[src/acf_defines.svh]
// constants for the acl action field logic
`ifndef ACF_DEFINES_SVH
`define ACF_DEFINES_SVH

// direct register addresses of the indirect access window
`define ACF_REG_CTRL     8'h6E
`define ACF_REG_OFFS     8'h6F
`define ACF_REG_DATA     8'hA0

// table select field in the control register
`define ACF_TBL_MSB      7
`define ACF_TBL_LSB      5
`define ACF_TBL_ACL      3'h2
`define ACF_PORT_MSB     3

// action byte offsets inside one port entry
`define ACF_OFS_PRIO     8'h0A
`define ACF_OFS_FWD      8'h0B

// reset values
`define ACF_RST_BYTE     8'h00
`define ACF_RST_PORT     4'h0

// port count and port map
`define ACF_NUM_PORTS    5
`define ACF_PORT_W       3
`define ACF_FIRST_PORT   4'h1

// priority mode codes
`define ACF_PRIO_QOS     2'h0
`define ACF_PRIO_GREATER 2'h1
`define ACF_PRIO_SMALLER 2'h2
`define ACF_PRIO_REPLACE 2'h3

// map mode codes
`define ACF_MAP_LUT      2'h0
`define ACF_MAP_OR       2'h1
`define ACF_MAP_AND      2'h2
`define ACF_MAP_RULE     2'h3

// counter configuration
`define ACF_MATCH_COUNT  2'h1
`define ACF_EN_COUNT     2'h0
`define ACF_CNT_UNIT_BIT 4
`define ACF_CNT_MODE_BIT 3
`define ACF_CNT_W        11

// time base
`define ACF_CLK_NS       100
`define ACF_US_NS        1000
`define ACF_MS_NS        1000000
`define ACF_PRE_W        16

`endif

[src/acf_pkg.sv]
// types for the acl action field logic
package acf_pkg;

    // action byte at offset 0x0A
    typedef struct packed {
        logic [1:0] prio_select_mode;
        logic [2:0] rule_prio;
        logic       remark_enable_bit;
        logic [1:0] remark_prio_hi;
    } acf_prio_byte_t;

    // action byte at offset 0x0B
    typedef struct packed {
        logic       remark_prio_lo;
        logic [1:0] map_combine_mode;
        logic [4:0] rule_port_map;
    } acf_fwd_byte_t;

endpackage

[src/acf_action_eval.sv]
// priority selection and forwarding map combination
`timescale 1ns/1ps
`include "acf_defines.svh"

module acf_action_eval (
    input  wire logic [1:0] prio_select_mode_i,
    input  wire logic [2:0] rule_prio_i,
    input  wire logic [2:0] qos_prio_i,
    input  wire logic       tagged_i,
    input  wire logic [1:0] map_combine_mode_i,
    input  wire logic [4:0] rule_map_i,
    input  wire logic [4:0] lut_map_i,
    output logic      [2:0] prio_o,
    output logic      [4:0] map_o
);
    // priority decision against the qos result
    always_comb begin
        prio_o = qos_prio_i;
        if (tagged_i) begin
            case (prio_select_mode_i)
                `ACF_PRIO_GREATER: if (rule_prio_i > qos_prio_i) prio_o = rule_prio_i;
                `ACF_PRIO_SMALLER: if (rule_prio_i < qos_prio_i) prio_o = rule_prio_i;
                `ACF_PRIO_REPLACE: prio_o = rule_prio_i;
                default:         prio_o = qos_prio_i;
            endcase
        end
    end

    // forwarding map combination
    always_comb begin
        case (map_combine_mode_i)
            `ACF_MAP_OR:   map_o = rule_map_i | lut_map_i;
            `ACF_MAP_AND:  map_o = rule_map_i & lut_map_i;
            `ACF_MAP_RULE: map_o = rule_map_i;
            default:      map_o = lut_map_i;
        endcase
    end
endmodule

[src/acf_rule_counter.sv]
// per-port 11-bit rule counter, timed down or frame counted up
`timescale 1ns/1ps
`include "acf_defines.svh"

module acf_rule_counter #(
    parameter int CNT_W = `ACF_CNT_W
) (
    input  wire logic             ref_clk_i,
    input  wire logic             rst_i,
    input  wire logic             cfg_en_i,
    input  wire logic             unit_ms_i,
    input  wire logic             count_up_i,
    input  wire logic [CNT_W-1:0] limit_i,
    input  wire logic             hit_i,
    input  wire logic             us_tick_i,
    input  wire logic             ms_tick_i,
    output logic                  irq_o,
    output logic      [CNT_W-1:0] count_o
);
    localparam logic [CNT_W-1:0] ONE = CNT_W'(1);

    typedef struct packed {
        logic [CNT_W-1:0] cnt;
        logic             run;
        logic             irq;
    } acf_cnt_state_t;

    acf_cnt_state_t q, d;
    logic           tick;

    // elaboration check on the counter width
    if (CNT_W < 2) begin : g_bad_width
        $error("counter width too small");
    end

    // count unit select
    assign tick = unit_ms_i ? ms_tick_i : us_tick_i;

    // counter next state
    always_comb begin
        d     = q;
        d.irq = 1'b0;
        if (!cfg_en_i) begin
            d.cnt = '0;
            d.run = 1'b0;
        end else if (count_up_i) begin
            d.run = 1'b0;
            if (hit_i) begin
                if (q.cnt + ONE == limit_i) begin
                    d.cnt = '0;
                    d.irq = 1'b1;
                end else begin
                    d.cnt = q.cnt + ONE;
                end
            end
        end else if (hit_i) begin
            d.cnt = limit_i;
            d.run = 1'b1;
        end else if (q.run && tick) begin
            if (q.cnt <= ONE) begin
                d.cnt = '0;
                d.run = 1'b0;
                d.irq = 1'b1;
            end else begin
                d.cnt = q.cnt - ONE;
            end
        end
    end

    // state register
    always_ff @(posedge ref_clk_i or posedge rst_i) begin
        if (rst_i) begin
            q <= '0;
        end else begin
            q <= d;
        end
    end

    assign irq_o   = q.irq;
    assign count_o = q.cnt;
endmodule

[src/acf_action_top.sv]
// acl action field logic: indirect action bytes, priority, map, rule counters
// Behaviour
// - indirect acl access needs table select 010 and port 1..5 in bits 3:0
// - offset register picks action byte 0x0A or 0x0B, data through 0xA0
// - priority mode 00 keeps the qos/classification priority
// - mode 01 uses rule priority only when greater than qos result
// - mode 10 uses rule priority only when smaller than qos result
// - mode 11 always substitutes the rule priority on tagged frames
// - rule priority is the 3-bit field below the priority mode
// - remark enable set overwrites vlan priority with remark priority
// - remark priority bits 2:1 in byte 0x0A bits 1:0, bit 0 in 0x0B bit 7
// - map mode 00 forwards with lookup map only
// - map mode 01 forwards to rule map or lookup map
// - map mode 10 forwards to rule map and lookup map
// - map mode 11 forwards with rule map alone
// - rule port map bit 0 is port 1 up to bit 4 port 5
// - match mode 01 with enable 00 turns map bits into counter config
// - counter config map bit 4 picks microsecond or millisecond unit
// - map bit 3 clear counts down from the limit, interrupt on expiry
// - map bit 3 set counts matched frames up, interrupt at the limit
`timescale 1ns/1ps
`include "acf_defines.svh"

module acf_action_top #(
    parameter int US_CYCLES = `ACF_US_NS / `ACF_CLK_NS,
    parameter int MS_CYCLES = `ACF_MS_NS / `ACF_CLK_NS
) (
    input  wire logic                            ref_clk_i,
    input  wire logic                            rst_i,
    // byte register port
    input  wire logic [7:0]                      reg_addr_i,
    input  wire logic [7:0]                      reg_wdata_i,
    input  wire logic                            reg_wr_i,
    input  wire logic                            reg_rd_i,
    output logic      [7:0]                      reg_rdata_o,
    // frame decision request
    input  wire logic                            frm_valid_i,
    input  wire logic [`ACF_PORT_W-1:0]          frm_port_i,
    input  wire logic                            frm_match_i,
    input  wire logic                            frm_tagged_i,
    input  wire logic [2:0]                      qos_prio_i,
    input  wire logic [2:0]                      vlan_prio_i,
    input  wire logic [`ACF_NUM_PORTS-1:0]       lut_map_i,
    // matching field mode bits, two per port
    input  wire logic [2*`ACF_NUM_PORTS-1:0]     match_mode_sel_i,
    input  wire logic [2*`ACF_NUM_PORTS-1:0]     match_enable_sel_i,
    // frame decision result
    output logic                                 res_valid_o,
    output logic      [2:0]                      res_prio_o,
    output logic      [2:0]                      res_vlan_prio_o,
    output logic                                 res_remark_o,
    output logic      [`ACF_NUM_PORTS-1:0]       res_map_o,
    // counter events, one per port
    output logic      [`ACF_NUM_PORTS-1:0]       rule_irq_o
);
    import acf_pkg::*;

    localparam int NP = `ACF_NUM_PORTS;

    typedef struct packed {
        logic [7:0]                 ctrl;
        logic [7:0]                 offs;
        acf_prio_byte_t [NP-1:0]    pa;
        acf_fwd_byte_t  [NP-1:0]    pb;
        logic [7:0]                 rdata;
        logic [`ACF_PRE_W-1:0]      us_cnt;
        logic [`ACF_PRE_W-1:0]      ms_cnt;
        logic                       us_tick;
        logic                       ms_tick;
        logic                       res_valid;
        logic [2:0]                 res_prio;
        logic [2:0]                 res_vlan_prio;
        logic                       res_remark;
        logic [NP-1:0]              res_map;
    } acf_top_state_t;

    acf_top_state_t q, d;

    // elaboration checks on the prescaler lengths
    if (US_CYCLES < 1 || US_CYCLES >= (1 << `ACF_PRE_W)) begin : g_bad_us
        $error("US_CYCLES out of range");
    end
    if (MS_CYCLES < 1 || MS_CYCLES >= (1 << `ACF_PRE_W)) begin : g_bad_ms
        $error("MS_CYCLES out of range");
    end

    localparam logic [`ACF_PRE_W-1:0] US_LAST = `ACF_PRE_W'(US_CYCLES - 1);
    localparam logic [`ACF_PRE_W-1:0] MS_LAST = `ACF_PRE_W'(MS_CYCLES - 1);
    localparam logic [`ACF_PRE_W-1:0] PRE_ONE = `ACF_PRE_W'(1);

    // port number 1..5 is a valid entry selector
    function automatic logic port_ok(input logic [3:0] n);
        port_ok = (n >= `ACF_FIRST_PORT) && (n <= 4'(NP));
    endfunction

    // port number to entry index, bit 0 of the map is port 1
    function automatic logic [`ACF_PORT_W-1:0] port_idx(input logic [3:0] n);
        logic [3:0] t;
        t        = n - `ACF_FIRST_PORT;
        port_idx = t[`ACF_PORT_W-1:0];
    endfunction

    // match mode and enable that turn the map into counter config
    function automatic logic cnt_cfg(input logic [1:0] mode, input logic [1:0] en);
        cnt_cfg = (mode == `ACF_MATCH_COUNT) && (en == `ACF_EN_COUNT);
    endfunction

    // indirect window decode
    logic                  win_ok;
    logic [`ACF_PORT_W-1:0] win_idx;
    assign win_ok  = (q.ctrl[`ACF_TBL_MSB:`ACF_TBL_LSB] == `ACF_TBL_ACL)
                     && port_ok(q.ctrl[`ACF_PORT_MSB:0]);
    assign win_idx = port_idx(q.ctrl[`ACF_PORT_MSB:0]);

    // frame side decode
    logic                   frm_ok;
    logic [`ACF_PORT_W-1:0] frm_idx;
    logic [NP-1:0]          cfg_en;
    acf_prio_byte_t         fa;
    acf_fwd_byte_t          fb;
    logic [2:0]             eval_prio;
    logic [NP-1:0]          eval_map;
    logic [2:0]             remark_val;

    assign frm_ok  = port_ok({1'b0, frm_port_i});
    assign frm_idx = port_idx({1'b0, frm_port_i});
    assign fa      = q.pa[frm_idx];
    assign fb      = q.pb[frm_idx];

    // remark priority assembled from both action bytes
    assign remark_val = {fa.remark_prio_hi, fb.remark_prio_lo};

    // priority and map evaluation for the ingress port entry
    acf_action_eval u_eval (
        .prio_select_mode_i (fa.prio_select_mode),
        .rule_prio_i        (fa.rule_prio),
        .qos_prio_i         (qos_prio_i),
        .tagged_i           (frm_tagged_i),
        .map_combine_mode_i (fb.map_combine_mode),
        .rule_map_i         (fb.rule_port_map),
        .lut_map_i          (lut_map_i),
        .prio_o             (eval_prio),
        .map_o              (eval_map)
    );

    // per-port rule counters
    genvar gp;
    generate
        for (gp = 0; gp < NP; gp++) begin : g_cnt
            logic [`ACF_CNT_W-1:0] limit;
            logic                  hit;

            assign cfg_en[gp] = cnt_cfg(match_mode_sel_i[2*gp +: 2],
                                        match_enable_sel_i[2*gp +: 2]);
            // limit taken from the remaining action fields
            assign limit = {q.pa[gp].prio_select_mode, q.pa[gp].rule_prio,
                            q.pa[gp].remark_enable_bit, q.pa[gp].remark_prio_hi,
                            q.pb[gp].remark_prio_lo,
                            q.pb[gp].map_combine_mode};
            assign hit = frm_valid_i && frm_match_i && frm_ok
                         && (frm_idx == `ACF_PORT_W'(gp));

            acf_rule_counter #(
                .CNT_W (`ACF_CNT_W)
            ) u_cnt (
                .ref_clk_i  (ref_clk_i),
                .rst_i      (rst_i),
                .cfg_en_i   (cfg_en[gp]),
                .unit_ms_i  (q.pb[gp].rule_port_map[`ACF_CNT_UNIT_BIT]),
                .count_up_i (q.pb[gp].rule_port_map[`ACF_CNT_MODE_BIT]),
                .limit_i    (limit),
                .hit_i      (hit),
                .us_tick_i  (q.us_tick),
                .ms_tick_i  (q.ms_tick),
                .irq_o      (rule_irq_o[gp]),
                .count_o    ()
            );
        end
    endgenerate

    // next state: time base, register window, frame result
    always_comb begin
        d           = q;
        d.us_tick   = 1'b0;
        d.ms_tick   = 1'b0;
        d.res_valid = 1'b0;

        // microsecond and millisecond enables
        if (q.us_cnt == US_LAST) begin
            d.us_cnt  = '0;
            d.us_tick = 1'b1;
        end else begin
            d.us_cnt = q.us_cnt + PRE_ONE;
        end
        if (q.ms_cnt == MS_LAST) begin
            d.ms_cnt  = '0;
            d.ms_tick = 1'b1;
        end else begin
            d.ms_cnt = q.ms_cnt + PRE_ONE;
        end

        // register writes
        if (reg_wr_i) begin
            if (reg_addr_i == `ACF_REG_CTRL) begin
                d.ctrl = reg_wdata_i;
            end else if (reg_addr_i == `ACF_REG_OFFS) begin
                d.offs = reg_wdata_i;
            end else if (reg_addr_i == `ACF_REG_DATA && win_ok) begin
                if (q.offs == `ACF_OFS_PRIO) begin
                    d.pa[win_idx] = acf_prio_byte_t'(reg_wdata_i);
                end else if (q.offs == `ACF_OFS_FWD) begin
                    d.pb[win_idx] = acf_fwd_byte_t'(reg_wdata_i);
                end
            end
        end

        // register reads, unmapped or unselected read as zero
        if (reg_rd_i) begin
            if (reg_addr_i == `ACF_REG_CTRL) begin
                d.rdata = q.ctrl;
            end else if (reg_addr_i == `ACF_REG_OFFS) begin
                d.rdata = q.offs;
            end else if (reg_addr_i == `ACF_REG_DATA && win_ok
                         && q.offs == `ACF_OFS_PRIO) begin
                d.rdata = q.pa[win_idx];
            end else if (reg_addr_i == `ACF_REG_DATA && win_ok
                         && q.offs == `ACF_OFS_FWD) begin
                d.rdata = q.pb[win_idx];
            end else begin
                d.rdata = `ACF_RST_BYTE;
            end
        end

        // frame decision, actions only for a matched rule not in counter use
        if (frm_valid_i) begin
            d.res_valid     = 1'b1;
            d.res_prio      = qos_prio_i;
            d.res_map       = lut_map_i;
            d.res_remark    = 1'b0;
            d.res_vlan_prio = vlan_prio_i;
            if (frm_match_i && frm_ok && !cfg_en[frm_idx]) begin
                d.res_prio = eval_prio;
                d.res_map  = eval_map;
                if (fa.remark_enable_bit) begin
                    d.res_remark    = 1'b1;
                    d.res_vlan_prio = remark_val;
                end
            end
        end
    end

    // state register
    always_ff @(posedge ref_clk_i or posedge rst_i) begin
        if (rst_i) begin
            q      <= '0;
            q.ctrl <= `ACF_RST_BYTE;
            q.offs <= `ACF_RST_BYTE;
        end else begin
            q <= d;
        end
    end

    // outputs from flops
    assign reg_rdata_o     = q.rdata;
    assign res_valid_o     = q.res_valid;
    assign res_prio_o      = q.res_prio;
    assign res_vlan_prio_o = q.res_vlan_prio;
    assign res_remark_o    = q.res_remark;
    assign res_map_o       = q.res_map;
endmodule

[config.mk]
export PLATFORM = sky130hd
export DESIGN_NAME = acf_action_top
export DESIGN_NICKNAME = d
export VERILOG_FILES = /design/src/acf_pkg.sv /design/src/acf_action_eval.sv /design/src/acf_rule_counter.sv /design/src/acf_action_top.sv
export VERILOG_INCLUDE_DIRS = /design/src
export SDC_FILE = /design/constraint.sdc
export NUM_CORES = 1
export LEC_CHECK = 0
export BUFFER_PORTS_ARGS = -buffer_cell sky130_fd_sc_hd__buf_2
export CAP_MARGIN = 0
export CORE_UTILIZATION = 54
export CTS_BUF_LIST = sky130_fd_sc_hd__clkbuf_4 sky130_fd_sc_hd__clkbuf_8
export CTS_CLUSTER_SIZE = 24
export DETAILED_ROUTE_END_ITERATION = 10
export GPL_TIMING_DRIVEN = 0
export PLACE_DENSITY = 0.72
export RECOVER_POWER = 50
export SLEW_MARGIN = 25
export SYNTH_ARGS = -nofsm -noshare
export SYNTH_HDL_FRONTEND = slang
export SYNTH_SLANG_ARGS = --single-unit
[constraint.sdc]
create_clock -name ref_clk_i -period 13.3 [get_ports ref_clk_i]
set_input_delay 2.66 -clock ref_clk_i [delete_from_list [all_inputs] [get_ports ref_clk_i]]
set_output_delay 2.66 -clock ref_clk_i [all_outputs]
set_load 0.05 [all_outputs]
After elaboration in Yosys (flattened, before gate mapping)
Index checks and enable logic that the tools add are counted.
{"block": "classes", "add_sub_neg": 14, "n_lt_le_gt_ge": 14, "eq_ne": 48, "muxes": 95, "n_bitwise": 5, "reduce_logical": 47}
{"cell": "11-bit two-way mux", "count": 15}
{"cell": "13-bit two-way mux", "count": 11}
{"cell": "12-bit two-way mux", "count": 11}
{"cell": "8-bit binary-select mux with 3-bit select", "count": 4}
{"cell": "40-bit bitwise mux", "count": 2}
{"cell": "8-bit two-way mux", "count": 9}
{"cell": "11-bit by 1-bit adder with 11-bit output, second input constant", "count": 5}
{"cell": "11-bit equality test", "count": 5}
{"cell": "11-bit by 1-bit <= comparator with 1-bit output, second input constant", "count": 5}
{"cell": "11-bit by 1-bit subtractor with 11-bit output, second input constant", "count": 5}
{"cell": "4-bit inequality test, second input constant", "count": 10}
{"cell": "16-bit by 1-bit adder with 16-bit output, second input constant", "count": 2}
{"cell": "16-bit two-way mux", "count": 2}
{"cell": "3-bit inequality test, second input constant", "count": 10}
{"cell": "1-bit two-way mux", "count": 28}
{"cell": "1-bit logical AND", "count": 26}
{"cell": "8-bit demux with 3-bit select", "count": 1}
{"cell": "2-bit AND reduction", "count": 11}
{"cell": "16-bit by 14-bit equality test with 1-bit output, second input constant", "count": 1}
{"cell": "16-bit by 4-bit equality test with 1-bit output, second input constant", "count": 1}
{"cell": "8-bit by 4-bit equality test with 1-bit output, second input constant", "count": 2}
{"cell": "8-bit by 7-bit equality test with 1-bit output, second input constant", "count": 2}
{"cell": "5-bit case mux with 3 select lines", "count": 1}
{"cell": "2-bit by 1-bit equality test with 1-bit output, second input constant", "count": 7}
{"cell": "27 further kinds", "count": 47}
{"block": "word_totals", "register_bits": 216, "inputBits": 57, "out_inout_bits": 26, "word_cells": 285}

Depth between registers and ports, before layout
Gate-level depths: netlist (run 1).
{"block": "depth", "word_depth": 9, "mapped_depth": 17, "depth_no_buf": 13}

Modules after synthesis
A second synthesis (run 1) with hierarchy kept.
{"block": "hier_totals", "hier_cells": 1885, "area_unflattened_um2": 17205.3}
{"module": "acf_action_top", "n_inst": 1, "cells_per_inst": 695, "area_per_inst_um2": 8018.9, "seq_area_each_um2": 3778.6}
{"module": "acf_rule_counter (g_cnt[0].u_cnt ...)", "n_inst": 4, "cells_per_inst": 232, "area_per_inst_um2": 1809.2, "seq_area_each_um2": 325.3}
{"module": "acf_rule_counter (g_cnt[4].u_cnt)", "n_inst": 1, "cells_per_inst": 229, "area_per_inst_um2": 1742.9, "seq_area_each_um2": 325.3}
{"module": "acf_action_eval", "n_inst": 1, "cells_per_inst": 33, "area_per_inst_um2": 206.4, "seq_area_each_um2": 0.0}

Worst setup path after synthesis (run 1)
No wires, ideal clock.
{"block": "synth_path", "path_kind": "in2reg", "from": "input port frm_port_i[0]", "to": "register q, in the netlist res_prio_o[0]", "setup_time_ns": 0.125, "t_arrival_ns": 6.140, "required_ns": 13.175, "setup_slack_ns": 7.035, "path_stages": 16, "n_path_buf": 4, "path_cell_list": "buf_2 > inv_1 > clkbuf_1 > ha_1 > buf_1 > buf_1 > mux4_2 > a22o_1 > ha_1 > nor2b_1 > o21ai_0 > a32oi_1 > o21ai_0 > a21oi_1 > mux2i_1 > mux2_2"}
{"block": "synth_via", "elab_chain_cells": 8, "word_cells_on_any_way": 21, "cone_classes": "add/sub: 1; order compare: 4; eq/ne: 3; mux: 9; reduce/logical: 4"}
{"element": "start: declaration", "line": "acf_action_top.sv:38", "rtl": "input wire logic [`ACF_PORT_W-1:0] frm_port_i,"}
{"element": "3-bit by 1-bit subtractor with 3-bit output (no line)"}
{"element": "8-bit binary-select mux with 3-bit select", "line": "acf_action_top.sv:127", "rtl": "assign fa = q.pa[frm_idx];"}
{"element": "8-bit two-way mux (not written as such)", "line": "acf_action_top.sv:127"}
{"element": "3-bit < comparator / 3-bit greater-than comparator (equally long branches)", "line": "acf_action_eval.sv:22, acf_action_eval.sv:21"}
{"element": "3-bit two-way mux (on tied branches)", "line": "acf_action_eval.sv:22, acf_action_eval.sv:21"}
{"element": "3-bit case mux with 3 select lines", "line": "acf_action_eval.sv:20", "rtl": "case (prio_select_mode_i)"}
{"element": "3-bit two-way mux", "line": "acf_action_eval.sv:19", "rtl": "if (tagged_i) begin"}
{"element": "12-bit two-way mux *", "line": "acf_action_top.sv:241", "rtl": "if (frm_match_i && frm_ok && !cfg_en[frm_idx]) begin"}
{"element": "end: declaration", "line": "acf_action_top.sv:77", "rtl": "acf_top_state_t q, d;"}
Every way passes the cells marked *; elsewhere a longest branch is shown, timed or not. The select of a mux whose other input is x is not followed.
A chain may end at the register's enable or synchronous reset.

==> summary.txt, run 1 <==
Pwr
  • Static Leak: 7.47 nW
  • Maximum vdd drop: 0.000118 V
  • Power density normalized to cell area: 90.0 mW/mm²

Worst setup path
  • Critical-path top delay cell: clkbuf_1
  • Required time worst endpoint: 12.94 ns
  • Worst reg2reg setup slack: 9.39 ns
  • Depth of the most critical reg-to-reg path: 12
  • Endpoint of the worst-slack reg-to-reg timing path: g_cnt[1].limit[0]
  • Bufs and invs on worst path: 3
  • Sequence of cells on the critical path: buf_2 -> clkinvlp_2 -> clkbuf_1
  • CP Max Fanout: 76
  • Worst flop-to-flop path startpoint: q[143]
  • Delay of the slowest cell on the worst path: 3.10 ns
  • Crit Path Category: in -> async
  • Worst setup EP type: async pin
  • Family with the most delay on the worst path: buffers and inverters
  • Logic depth of the worst setup path including buffers: 3
  • Start point of the critical path: rst_i
  • Startpoint Class: input port
  • Crit path arrival time: 6.94 ns
  • Termination of the worst setup path: g_cnt[2].u_cnt.count_o[10]

Route
  • Length of the first detailed-routing pass in iterations: 6
  • Detailed-route via count: 13,900
  • Final WL: 46.7 mm
  • Post-detailed-route count of antenna-violating nets: 0
  • WL/cell: 21.4 µm
  • Vias per cell: 6.37
  • Initial DRC count: 1,370
  • Number of design rule violations left after detail routing: 0

Floorplanning
  • Die area: 0.0291 mm²
  • Floorplan die height: 170 µm
  • Overall die width: 170 µm
  • # rows: 61
  • I/O pin cnt: 83
  • Standard cell core area: 0.0279 mm²
  • Initial standard-cell utilization of the core: 0.550

Yosys
  • Dominant register cell in the synthesized netlist: dfrtp_1
  • Asr flop ratio synth: 1.00
  • Mean Syn Cell Area: 9.27 µm²
  • Number of library cell types mapped by synthesis: 90
  • Fraction of the yosys area taken by sequential cells: 0.353
  • Synth area leaders: dfrtp_1 35%, mux2_2 7.2%, xnor2_1 4.7%, xor2_1 3.5%, nand2_1 3.2%
  • Warnings, synthesis: 0
  • Post-Synthesis Cell Area: 0.0153 mm²
  • Cell type with the highest aggregate area in the netlist: dfrtp_1
  • Cells after synthesis: 1,654
  • Post-synthesis sequential element count: 216
  • Area fraction of the dominant cell type after synthesis: 0.353
  • Synthesized net count: 1,739
  • Post-synth EDFFs: 0

STA
  • Slack of the critical path: 6.00 ns
  • Post-route fraction of the period consumed by the critical path: 0.549
  • Unrepaired setup endpoints after global routing: false
  • Setup Skew: 0.0134 ns
  • Sum Neg Setup Slack: 0 ns
  • Slew @ Worst Pin: 4.33 ns
  • Worst max-slew margin expressed relative to the limit: -1.88
  • Number of failing hold endpoints at the final stage: 0
  • Peak clock frequency supported by timing: 0.137 GHz
  • Number of failing setup endpoints in the final timing report: 0
  • Fin. max-slew vios: 119
  • Minimum clock period after layout: 7.30 ns

Placed design
  • Post-place setup slack: 6.07 ns
  • Weighted congestion reported at the end of routability-driven placement: 0.962
  • Port Buffer Count: 80
  • HPWL after detailed placement: 33.5 mm

GRT
  • Number of antenna violations at the first check in global routing: 0
  • Largest net degree at the start of global routing: 101
  • First-pass GRT wire length: 73.2 mm
  • Number of global-route vias before repair: 13,190
  • Global route overflow: 0
  • Total routing resource utilization after global routing: 0.326

Run
  • Count of maximum capacitance violations: 2

Layout
  • Most common cell after layout, fill and taps aside: dfrtp_1
  • Utilization after layout: 0.616
  • Final nets: 1,862
  • Most frequent cells in the layout: 216 x dfrtp_1, 130 x nand2_1, 110 x buf_2
  • Fraction of final layout cells sized beyond drive strength 1: 0.202
  • Count of inserted antenna diode cells: 0
  • Area Overhead vs Synth: 12.0%

Clock network
  • TritonCTS Sinks: 216
  • Clk_lat worst skew: 0.55 ns
  • Root Driver: clkbuf_8
  • Number of gates resized after cts: 0
  • Hold-fix buffers, CTS: 0
  • Total setup buffers inserted after CTS: 0
  • H-tree depth: 2
  • Clock tree from TritonCTS: done
  • Clock Tree Buf Depth: 3
  • Clock-pin slew on the worst setup and hold paths: 0.06 ns
  • TritonCTS Buffers: 39

Min path
  • Class of the tightest hold or removal check: reg -> reg

Outcome
  • Violations in the final reports: max-capacitance violations, max-slew violations
  • Result of the run: finished with violations
## cell usage after synthesis (6+ instances only)
| cell | n |
|---|---|
| a211oi_1 | 12 |
| a21o_1 | 7 |
| a21oi_1 | 68 |
| a221o_1 | 13 |
| a221oi_1 | 20 |
| a22o_1 | 15 |
| a22oi_1 | 23 |
| a311oi_1 | 9 |
| a31oi_1 | 24 |
| a41oi_1 | 10 |
| and2_1 | 9 |
| and3_1 | 19 |
| and4_1 | 13 |
| buf_1 | 6 |
| buf_2 | 31 |
| buf_4 | 30 |
| clkbuf_1 | 77 |
| dfrtp_1 | 216 |
| ha_1 | 28 |
| inv_1 | 63 |
| mux2_2 | 98 |
| mux2i_1 | 26 |
| mux4_2 | 19 |
| nand2_1 | 130 |
| nand2b_1 | 11 |
| nand3_1 | 65 |
| nand4_1 | 29 |
| nor2_1 | 101 |
| nor2b_1 | 10 |
| nor3_1 | 43 |
| nor4_1 | 20 |
| nor4b_1 | 9 |
| o21ai_0 | 85 |
| o221ai_1 | 8 |
| o22ai_1 | 19 |
| o31ai_1 | 11 |
| or2_2 | 7 |
| or3_1 | 8 |
| xnor2_1 | 82 |
| xnor3_1 | 7 |
| xor2_1 | 61 |
## logic make-up after synthesis
kind of cell,after synthesis,synth area share
AOI/OAI and AO/OA,386,0.173
xor gates and xnor gates,151,0.0931
adders and majority gates,28,0.0229
buffers and inverters,215,0.0633
DFF,216,0.353
muxes,143,0.117
and+or+nand+nor,515,0.178
## state kept, by name, summed over array words and instances, names as in the netlist
register and flops:
res_map_o 5, res_valid_o 1, g_cnt.u_cnt.q 5, q 75, g_cnt.u_cnt.irq_o 5, res_prio_o 3
res_vlan_prio_o 3, g_cnt.u_cnt.count_o 55, reg_rdata_o 8, g_cnt.limit 55, res_remark_o 1
## stage by stage
step                      hold slack, ns  instances  instance area [µm²]  power (mW)
after global routing               0.504       2182                17200        1.60
final                              0.486       2182                17200        1.54
after CTS                          0.483       2182                17200        1.55
after floorplan                    0.443       1654                15300       0.770
after detailed placement           0.472       2114                16300       0.815
after global placement             0.463       2112                16200       0.811
## report_power, final
part           internal [mW]  switching [mW]
clock                  0.446           0.295
sequential             0.664         0.00437
combinational         0.0414          0.0939
total                   1.15           0.393
## worst min path at each step
stage	cells after the start	slack [ns]	endpoint	startpoint
global placement	1	0.46	q[30]	q[30]
finish	1	0.49	q[46]	q[46]
global route	1	0.50	q[46]	q[46]
CTS	1	0.48	q[46]	q[46]
detailed placement	1	0.47	q[46]	q[46]
floorplan	1	0.44	q[30]	q[30]
## worst reg2reg max path, delay by kind of cell (launching register included)
| family | cells | cell delay [ns] |
|---|---|---|
| buffers and inverters | 4 | 1.06 |
| XOR/XNOR | 1 | 0.29 |
| AO/OA/AOI/OAI | 1 | 0.14 |
| flip-flops | 1 | 0.34 |
| adder cells (fa/ha/maj) | 1 | 0.28 |
| AND/OR/NAND/NOR | 4 | 1.20 |
| multiplexers | 1 | 0.49 |
## area by class of cell
cell class / count / area, µm²
plain buffers: 148 / 718
fillers: 2394 / 10700
repair buffers: 82 / 430
flip-flops and latches: 216 / 5410
multi-input cells: 1223 / 8970
clock buffers: 55 / 719
inverters: 67 / 253
clock inverters: 13 / 190
well taps: 378 / 473
## routing by layer
| layer | part of all wire | GRT usage |
|---|---|---|
| met1 | 0.42 | 0.452 |
| met2 | 0.45 | 0.505 |
| met3 | 0.093 | 0.0665 |
| met4 | 0.032 | 0.117 |
| met5 | 0 | 0 |
No activity file was read; power rests on OpenSTA's default activity.
==> run 2, diff against run 1 <==
--- a/config.mk
+++ b/config.mk
@@ -13,7 +13,7 @@
 export CTS_CLUSTER_SIZE = 24
 export DETAILED_ROUTE_END_ITERATION = 10
 export GPL_TIMING_DRIVEN = 0
-export PLACE_DENSITY = 0.72
+export PLACE_DENSITY = 0.75
 export RECOVER_POWER = 50
 export SLEW_MARGIN = 25
 export SYNTH_ARGS = -nofsm -noshare
==> constraint.sdc (replaced) <==
create_clock -name ref_clk_i -period 6.3 [get_ports ref_clk_i]
set_input_delay 1.26 -clock ref_clk_i [delete_from_list [all_inputs] [get_ports ref_clk_i]]
set_output_delay 1.26 -clock ref_clk_i [all_outputs]
set_load 0.05 [all_outputs]
==> summary.txt, run 2 (synthesized netlist as in run 1, its figures left out) <==
Worst setup path
  • Endpoint of the worst-slack reg-to-reg timing path: q[66]
  • Worst reg2reg setup slack: 2.40 ns
  • Family with the most delay on the worst path: buffers and inverters
  • Depth of the most critical reg-to-reg path: 12
  • Crit Path Category: in -> reg
  • Required time worst endpoint: 6.73 ns
  • Worst flop-to-flop path startpoint: q[143]
  • Worst setup EP type: flip-flop
  • Logic depth of the worst setup path including buffers: 17
  • Delay of the slowest cell on the worst path: 0.51 ns
  • Startpoint Class: input port
  • Crit path arrival time: 5.81 ns
  • Sequence of cells on the critical path: buf_2 -> buf_2 -> inv_1 -> clkbuf_1 -> ha_1 -> buf_1 -> buf_1 -> mux4_2 -> a22o_1 -> ha_1 -> nor2b_1 -> o21ai_0 -> a32oi_1 -> o21ai_0 -> a21oi_1 -> mux2i_1 -> mux2_2
  • Bufs and invs on worst path: 6
  • Critical-path top delay cell: buf_1
  • CP Max Fanout: 11

Pwr
  • Static Leak: 7.47 nW
  • Power density normalized to cell area: 191 mW/mm²
  • Maximum vdd drop: 0.000148 V

Floorplanning
  • Die area: 0.0291 mm²
  • Floorplan die height: 170 µm
  • I/O pin cnt: 83
  • Initial standard-cell utilization of the core: 0.550
  • Standard cell core area: 0.0279 mm²
  • Overall die width: 170 µm
  • # rows: 61

Layout
  • Final std cell area, no fill: 0.0172 mm²
  • Count of inserted antenna diode cells: 0
  • Most common cell after layout, fill and taps aside: dfrtp_1
  • Utilization after layout: 0.617
  • Number of flip-flops under the largest register name: 75
  • Most flops, register: q
  • Fraction of final layout cells sized beyond drive strength 1: 0.202
  • Final nets: 1,867
  • Area Overhead vs Synth: 12.1%
  • Most frequent cells in the layout: 216 x dfrtp_1, 130 x nand2_1, 110 x buf_2

Clock network
  • H-tree depth: 2
  • TritonCTS Sinks: 216
  • Number of gates resized after cts: 0
  • TritonCTS Buffers: 39
  • Clk_lat worst skew: 0.56 ns
  • Root Driver: clkbuf_8
  • Clock Tree Buf Depth: 3
  • Hold-fix buffers, CTS: 0
  • Clock tree from TritonCTS: done
  • Clock-pin slew on the worst setup and hold paths: 0.06 ns
  • Total setup buffers inserted after CTS: 0

Route
  • Number of design rule violations left after detail routing: 0
  • Detailed-route via count: 13,930
  • Post-detailed-route count of antenna-violating nets: 0
  • WL/cell: 21.1 µm
  • Length of the first detailed-routing pass in iterations: 8
  • Final WL: 46.2 mm
  • Initial DRC count: 1,585
  • Vias per cell: 6.37

GRT
  • First-pass GRT wire length: 73.4 mm
  • Global route overflow: 0
  • Total routing resource utilization after global routing: 0.323
  • Largest net degree at the start of global routing: 31
  • Global routing usage on met2: 0.504
  • Met1 usage in global routing: 0.445
  • Number of global-route vias before repair: 13,282
  • Met3 global-route usage: 0.0551
  • Number of antenna violations at the first check in global routing: 0
  • Busiest layer in global routing: met2

STA
  • Slew @ Worst Pin: 1.71 ns
  • Worst max-slew margin expressed relative to the limit: -0.139
  • Number of failing hold endpoints at the final stage: 0
  • Setup Skew: 0.0320 ns
  • Minimum clock period after layout: 5.38 ns
  • Fin. max-slew vios: 147
  • Post-route fraction of the period consumed by the critical path: 0.854
  • Sum Neg Setup Slack: 0 ns
  • Unrepaired setup endpoints after global routing: false
  • Peak clock frequency supported by timing: 0.186 GHz
  • Number of failing setup endpoints in the final timing report: 0

Placed design
  • HPWL after detailed placement: 33.7 mm
  • Port Buffer Count: 80
  • Placement-stage cell area: 0.0164 mm²
  • Weighted congestion reported at the end of routability-driven placement: 1.01

Run
  • Count of maximum capacitance violations: 5

Outcome
  • Result of the run: finished with violations
  • Violations in the final reports: max-capacitance violations, max-slew violations

Min path
  • Cell depth of the worst min-delay path: 1
  • Startpoint of the worst hold path: q[30]
  • Sink of the worst hold path: q[30]
  • Class of the tightest hold or removal check: reg -> reg
-- run 2: cell types whose count changed in the layout (fill, tap and decap cells not counted), sizes merged --
cell	before	now
clkbuf	137	142
clkinv	11	10
clkinvlp	1	2
inv	63	64
-- run 2: worst reg2reg max path: cells and delay by family (launching register included) --
family | cells | cell delay (ns)
buffers and inverters | 4 | 1.06
DFF | 1 | 0.35
xor gates and xnor gates | 1 | 0.30
muxes | 1 | 0.46
AOI/OAI and AO/OA | 1 | 0.15
adders and majority gates | 1 | 0.28
and+or+nand+nor | 4 | 1.16
-- run 2: worst max path at each step --
| stage | from | end |
|---|---|---|
| finish | frm_port_i[0] | res_prio_o[0] |
| global route | rst_i | res_remark_o |
| CTS | frm_port_i[0] | res_prio_o[0] |
| detailed placement | frm_port_i[0] | res_prio_o[0] |
| global placement | frm_port_i[0] | res_prio_o[0] |
| floorplan | frm_port_i[0] | res_prio_o[0] |
-- run 2: per-stage QoR --
stage          power (mW)  setup slack, ns  hold WS, ns  std cells
4_1_cts              3.30             1.02        0.480       2188
2_1_floorplan        1.63             1.44        0.443       1654
6_report             3.28            0.923        0.477       2188
5_1_grt              3.39            0.341        0.505       2188
3_5_place_dp         1.73            0.468        0.465       2119
3_3_place_gp         1.71            0.508        0.465       2112
-- run 2: cell type report --
cell class | count | area, µm²
Tap cell | 378 | 473
Sequential cell | 216 | 5410
Fill cell | 2355 | 10700
Multi-Input combinational cell | 1223 | 8970
Buffer | 148 | 718
Clock inverter | 14 | 201
Inverter | 67 | 253
Clock buffer | 55 | 726
Timing Repair Buffer | 87 | 442
-- run 2: report_power, final --
| group | switching [mW] | internal (mW) |
|---|---|---|
| clock | 0.628 | 0.951 |
| combinational | 0.201 | 0.0871 |
| sequential | 0.00923 | 1.40 |
-- run 2: metal layers --
metal | vias up | wire (µm)
li1 | 6335 | -
met1 | 6788 | 19500
met2 | 692 | 20900
met3 | 115 | 4240
met4 | 0 | 1580
met5 | - | 0
==> run 3, diff against run 2 <==
--- a/config.mk
+++ b/config.mk
@@ -6,14 +6,15 @@
 export SDC_FILE = /design/constraint.sdc
 export NUM_CORES = 1
 export LEC_CHECK = 0
+export ABC_AREA = 1
 export BUFFER_PORTS_ARGS = -buffer_cell sky130_fd_sc_hd__buf_2
 export CAP_MARGIN = 0
-export CORE_UTILIZATION = 54
+export CORE_UTILIZATION = 58
 export CTS_BUF_LIST = sky130_fd_sc_hd__clkbuf_4 sky130_fd_sc_hd__clkbuf_8
 export CTS_CLUSTER_SIZE = 24
 export DETAILED_ROUTE_END_ITERATION = 10
 export GPL_TIMING_DRIVEN = 0
-export PLACE_DENSITY = 0.75
+export PLACE_DENSITY = 0.79
 export RECOVER_POWER = 50
 export SLEW_MARGIN = 25
 export SYNTH_ARGS = -nofsm -noshare
==> summary.txt, run 3 <==
GRT
  • Global route overflow: 0
  • Largest net degree at the start of global routing: 31
  • Number of global-route vias before repair: 16,035
  • Number of antenna violations at the first check in global routing: 4
  • Total routing resource utilization after global routing: 0.369
  • First-pass GRT wire length: 83.5 mm

Floorplanning
  • Standard cell core area: 0.0278 mm²
  • # rows: 61
  • I/O pin cnt: 83
  • Initial standard-cell utilization of the core: 0.589
  • Floorplan die height: 170 µm
  • Overall die width: 170 µm
  • Die area: 0.0289 mm²

STA
  • Setup Skew: 0.0446 ns
  • Worst max-slew margin expressed relative to the limit: -0.157
  • Minimum clock period after layout: 4.27 ns
  • Sum Neg Setup Slack: 0 ns
  • Peak clock frequency supported by timing: 0.234 GHz
  • Number of failing hold endpoints at the final stage: 0
  • Unrepaired setup endpoints after global routing: false
  • Number of failing setup endpoints in the final timing report: 0
  • Fin. max-slew vios: 152
  • Post-route fraction of the period consumed by the critical path: 0.677
  • Slew @ Worst Pin: 1.74 ns

Layout
  • Fin cells: 3,064
  • Most common cell after layout, fill and taps aside: nand2_1
  • Final nets: 2,739
  • Number of flip-flops under the largest register name: 75
  • Fraction of final layout cells sized beyond drive strength 1: 0.118
  • Most flops, register: q
  • Filler cells: 2,635
  • Most frequent cells in the layout: 780 x nand2_1, 326 x inv_1, 232 x nor2_1
  • Area Overhead vs Synth: 11.5%

Yosys
  • Mean Syn Cell Area: 6.49 µm²
  • Post-Synthesis Cell Area: 0.0164 mm²
  • Dominant register cell in the synthesized netlist: dfrtp_1
  • Synth area leaders: dfrtp_1 33%, nand2_1 18%, inv_1 7.5%, nand3_1 6.8%, nor2_1 5.3%
  • Warnings, synthesis: 0
  • Fraction of the yosys area taken by sequential cells: 0.330
  • Number of library cell types mapped by synthesis: 56
  • Asr flop ratio synth: 1.00
  • Most instantiated library cell after synthesis: nand2_1
  • Post-synthesis sequential element count: 216
  • Cells after synthesis: 2,522
  • Post-synth EDFFs: 0
  • Area fraction of the dominant cell type after synthesis: 0.330
  • Synthesized net count: 2,607
  • Most common library cells after synthesis: 780 x nand2_1, 327 x inv_1, 231 x nor2_1, 221 x nand3_1, 216 x dfrtp_1
  • Cell type with the highest aggregate area in the netlist: dfrtp_1

Route
  • Detailed-route via count: 17,326
  • Initial DRC count: 1,935
  • Number of design rule violations left after detail routing: 0
  • Length of the first detailed-routing pass in iterations: 5
  • Post-detailed-route count of antenna-violating nets: 0
  • Vias per cell: 5.65
  • Final WL: 52.2 mm
  • WL/cell: 17.1 µm

Clock network
  • Hold-fix buffers, CTS: 0
  • TritonCTS Sinks: 216
  • Clock-pin slew on the worst setup and hold paths: 0.05 ns
  • H-tree depth: 2
  • Number of gates resized after cts: 0
  • Clock tree from TritonCTS: done
  • Total setup buffers inserted after CTS: 0
  • TritonCTS Buffers: 41
  • Root Driver: clkbuf_8
  • Clock Tree Buf Depth: 3
  • Clk_lat worst skew: 0.58 ns

Worst setup path
  • Worst setup EP type: async pin
  • CP Max Fanout: 30
  • Required time worst endpoint: 6.65 ns
  • Crit Path Category: in -> async
  • Crit path arrival time: 4.61 ns
  • Worst flop-to-flop path startpoint: g_cnt[2].limit[7]
  • Start point of the critical path: rst_i
  • Startpoint Class: input port

Placed design
  • Weighted congestion reported at the end of routability-driven placement: 1.02
  • Port Buffer Count: 82
  • HPWL after detailed placement: 40.0 mm
  • Post-Place Cells: 2,989

Pwr
  • Maximum vdd drop: 0.000205 V
  • Power density normalized to cell area: 187 mW/mm²
  • Static Leak: 9.46 nW

Outcome
  • Result of the run: finished with violations
  • Violations in the final reports: max-capacitance violations, max-slew violations

Min path
  • Startpoint of the worst hold path: res_remark_o
  • Class of the tightest hold or removal check: reg -> reg

Run
  • Count of maximum capacitance violations: 5
==> run 3: changes by cell type in the layout (fill, tap and decap cells not counted), sizes merged, moves of 31 or more <==
cell / previous run / this run
nand2: 130 / 802
mux2: 98 / 0
nand3: 66 / 230
o21ai: 87 / 251
nor2: 102 / 261
xnor2: 83 / 10
a21oi: 68 / 99
inv: 64 / 341
clkbuf: 142 / 93
==> run 3: kinds of logic (layout without fill, tap and decap cells) <==
| kind of cell | Yosys count | in the layout | share of synthesized area |
|---|---|---|---|
| compound gates | 399 | 399 | 0.130 |
| xor+xnor | 56 | 56 | 0.0313 |
| fa+ha+maj | 28 | 28 | 0.0214 |
| buf+inv | 437 | 597 | 0.116 |
| flops | 216 | 216 | 0.330 |
| other cells | 0 | 4 | 0 |
| simple gates | 1386 | 1386 | 0.371 |
==> run 3: path summary, 6_finish.rpt <==
kind                             endpoint  slack (ns)  cells after the start
setup / recovery            res_prio_o[2]        2.03                      4
setup reg to reg            res_prio_o[0]        3.22                     18
hold / removal               res_remark_o        0.47                      2
max in group ref_clk_i      res_prio_o[0]        2.19                     23
hold reg to reg              res_remark_o        0.47                      2
min in group asynchronous  reg_rdata_o[0]        0.86                      2
==> run 3: layout make-up <==
| cell class | instances | area [µm²] | area share |
|---|---|---|---|
| clock inverter | 10 | 185 | 0.0101 |
| buffer | 95 | 603 | 0.0330 |
| timing repair buffer | 89 | 437 | 0.0239 |
| sequential | 216 | 5410 | 0.296 |
| antenna | 4 | 10.0 | 0.000548 |
| multi-input combinational | 1869 | 9060 | 0.497 |
| clock buffer | 61 | 783 | 0.0429 |
| inverter | 342 | 1290 | 0.0709 |
| tap | 378 | 473 | 0.0259 |
==> run 3: critical path: stages <==
cell and delay [ns]:
buf_2 0.10, clkinvlp_2 0.60, clkbuf_1 1.28, clkbuf_1 1.33
==> run 3: layer usage <==
metal	vias up	share of wire	GRT usage
met3	159	0.10	0.0833
met5	-	0.00025	0
met2	811	0.43	0.564
met1	8012	0.42	0.505
li1	8342	-	-
met4	2	0.039	0.151
==> run 3: metrics by stage <==
stage / instance area (µm²) / power [mW] / util / setup slack [ns] / hold WS, ns
floorplan: 16400 / 1.68 / - / 2.23 / 0.433
global placement: 17300 / 1.77 / 0.621 / 0.831 / 0.445
detailed placement: 17400 / 1.79 / 0.626 / 1.71 / 0.461
CTS: 18400 / 3.43 / 0.661 / 2.28 / 0.475
global route: 18300 / 3.53 / 0.657 / 1.37 / 0.494
finish: 18300 / 3.41 / 0.657 / 2.03 / 0.474
==> run 3: power breakdown <==
| group | internal, mW | switching (mW) | total [mW] | leakage (nW) |
|---|---|---|---|---|
| clock network | 1.00 | 0.643 | 1.64 | 0.508 |
| logic | 0.0957 | 0.249 | 0.345 | 6.20 |
| registers | 1.41 | 0.0135 | 1.42 | 2.75 |
| total | 2.50 | 0.905 | 3.41 | 9.46 |
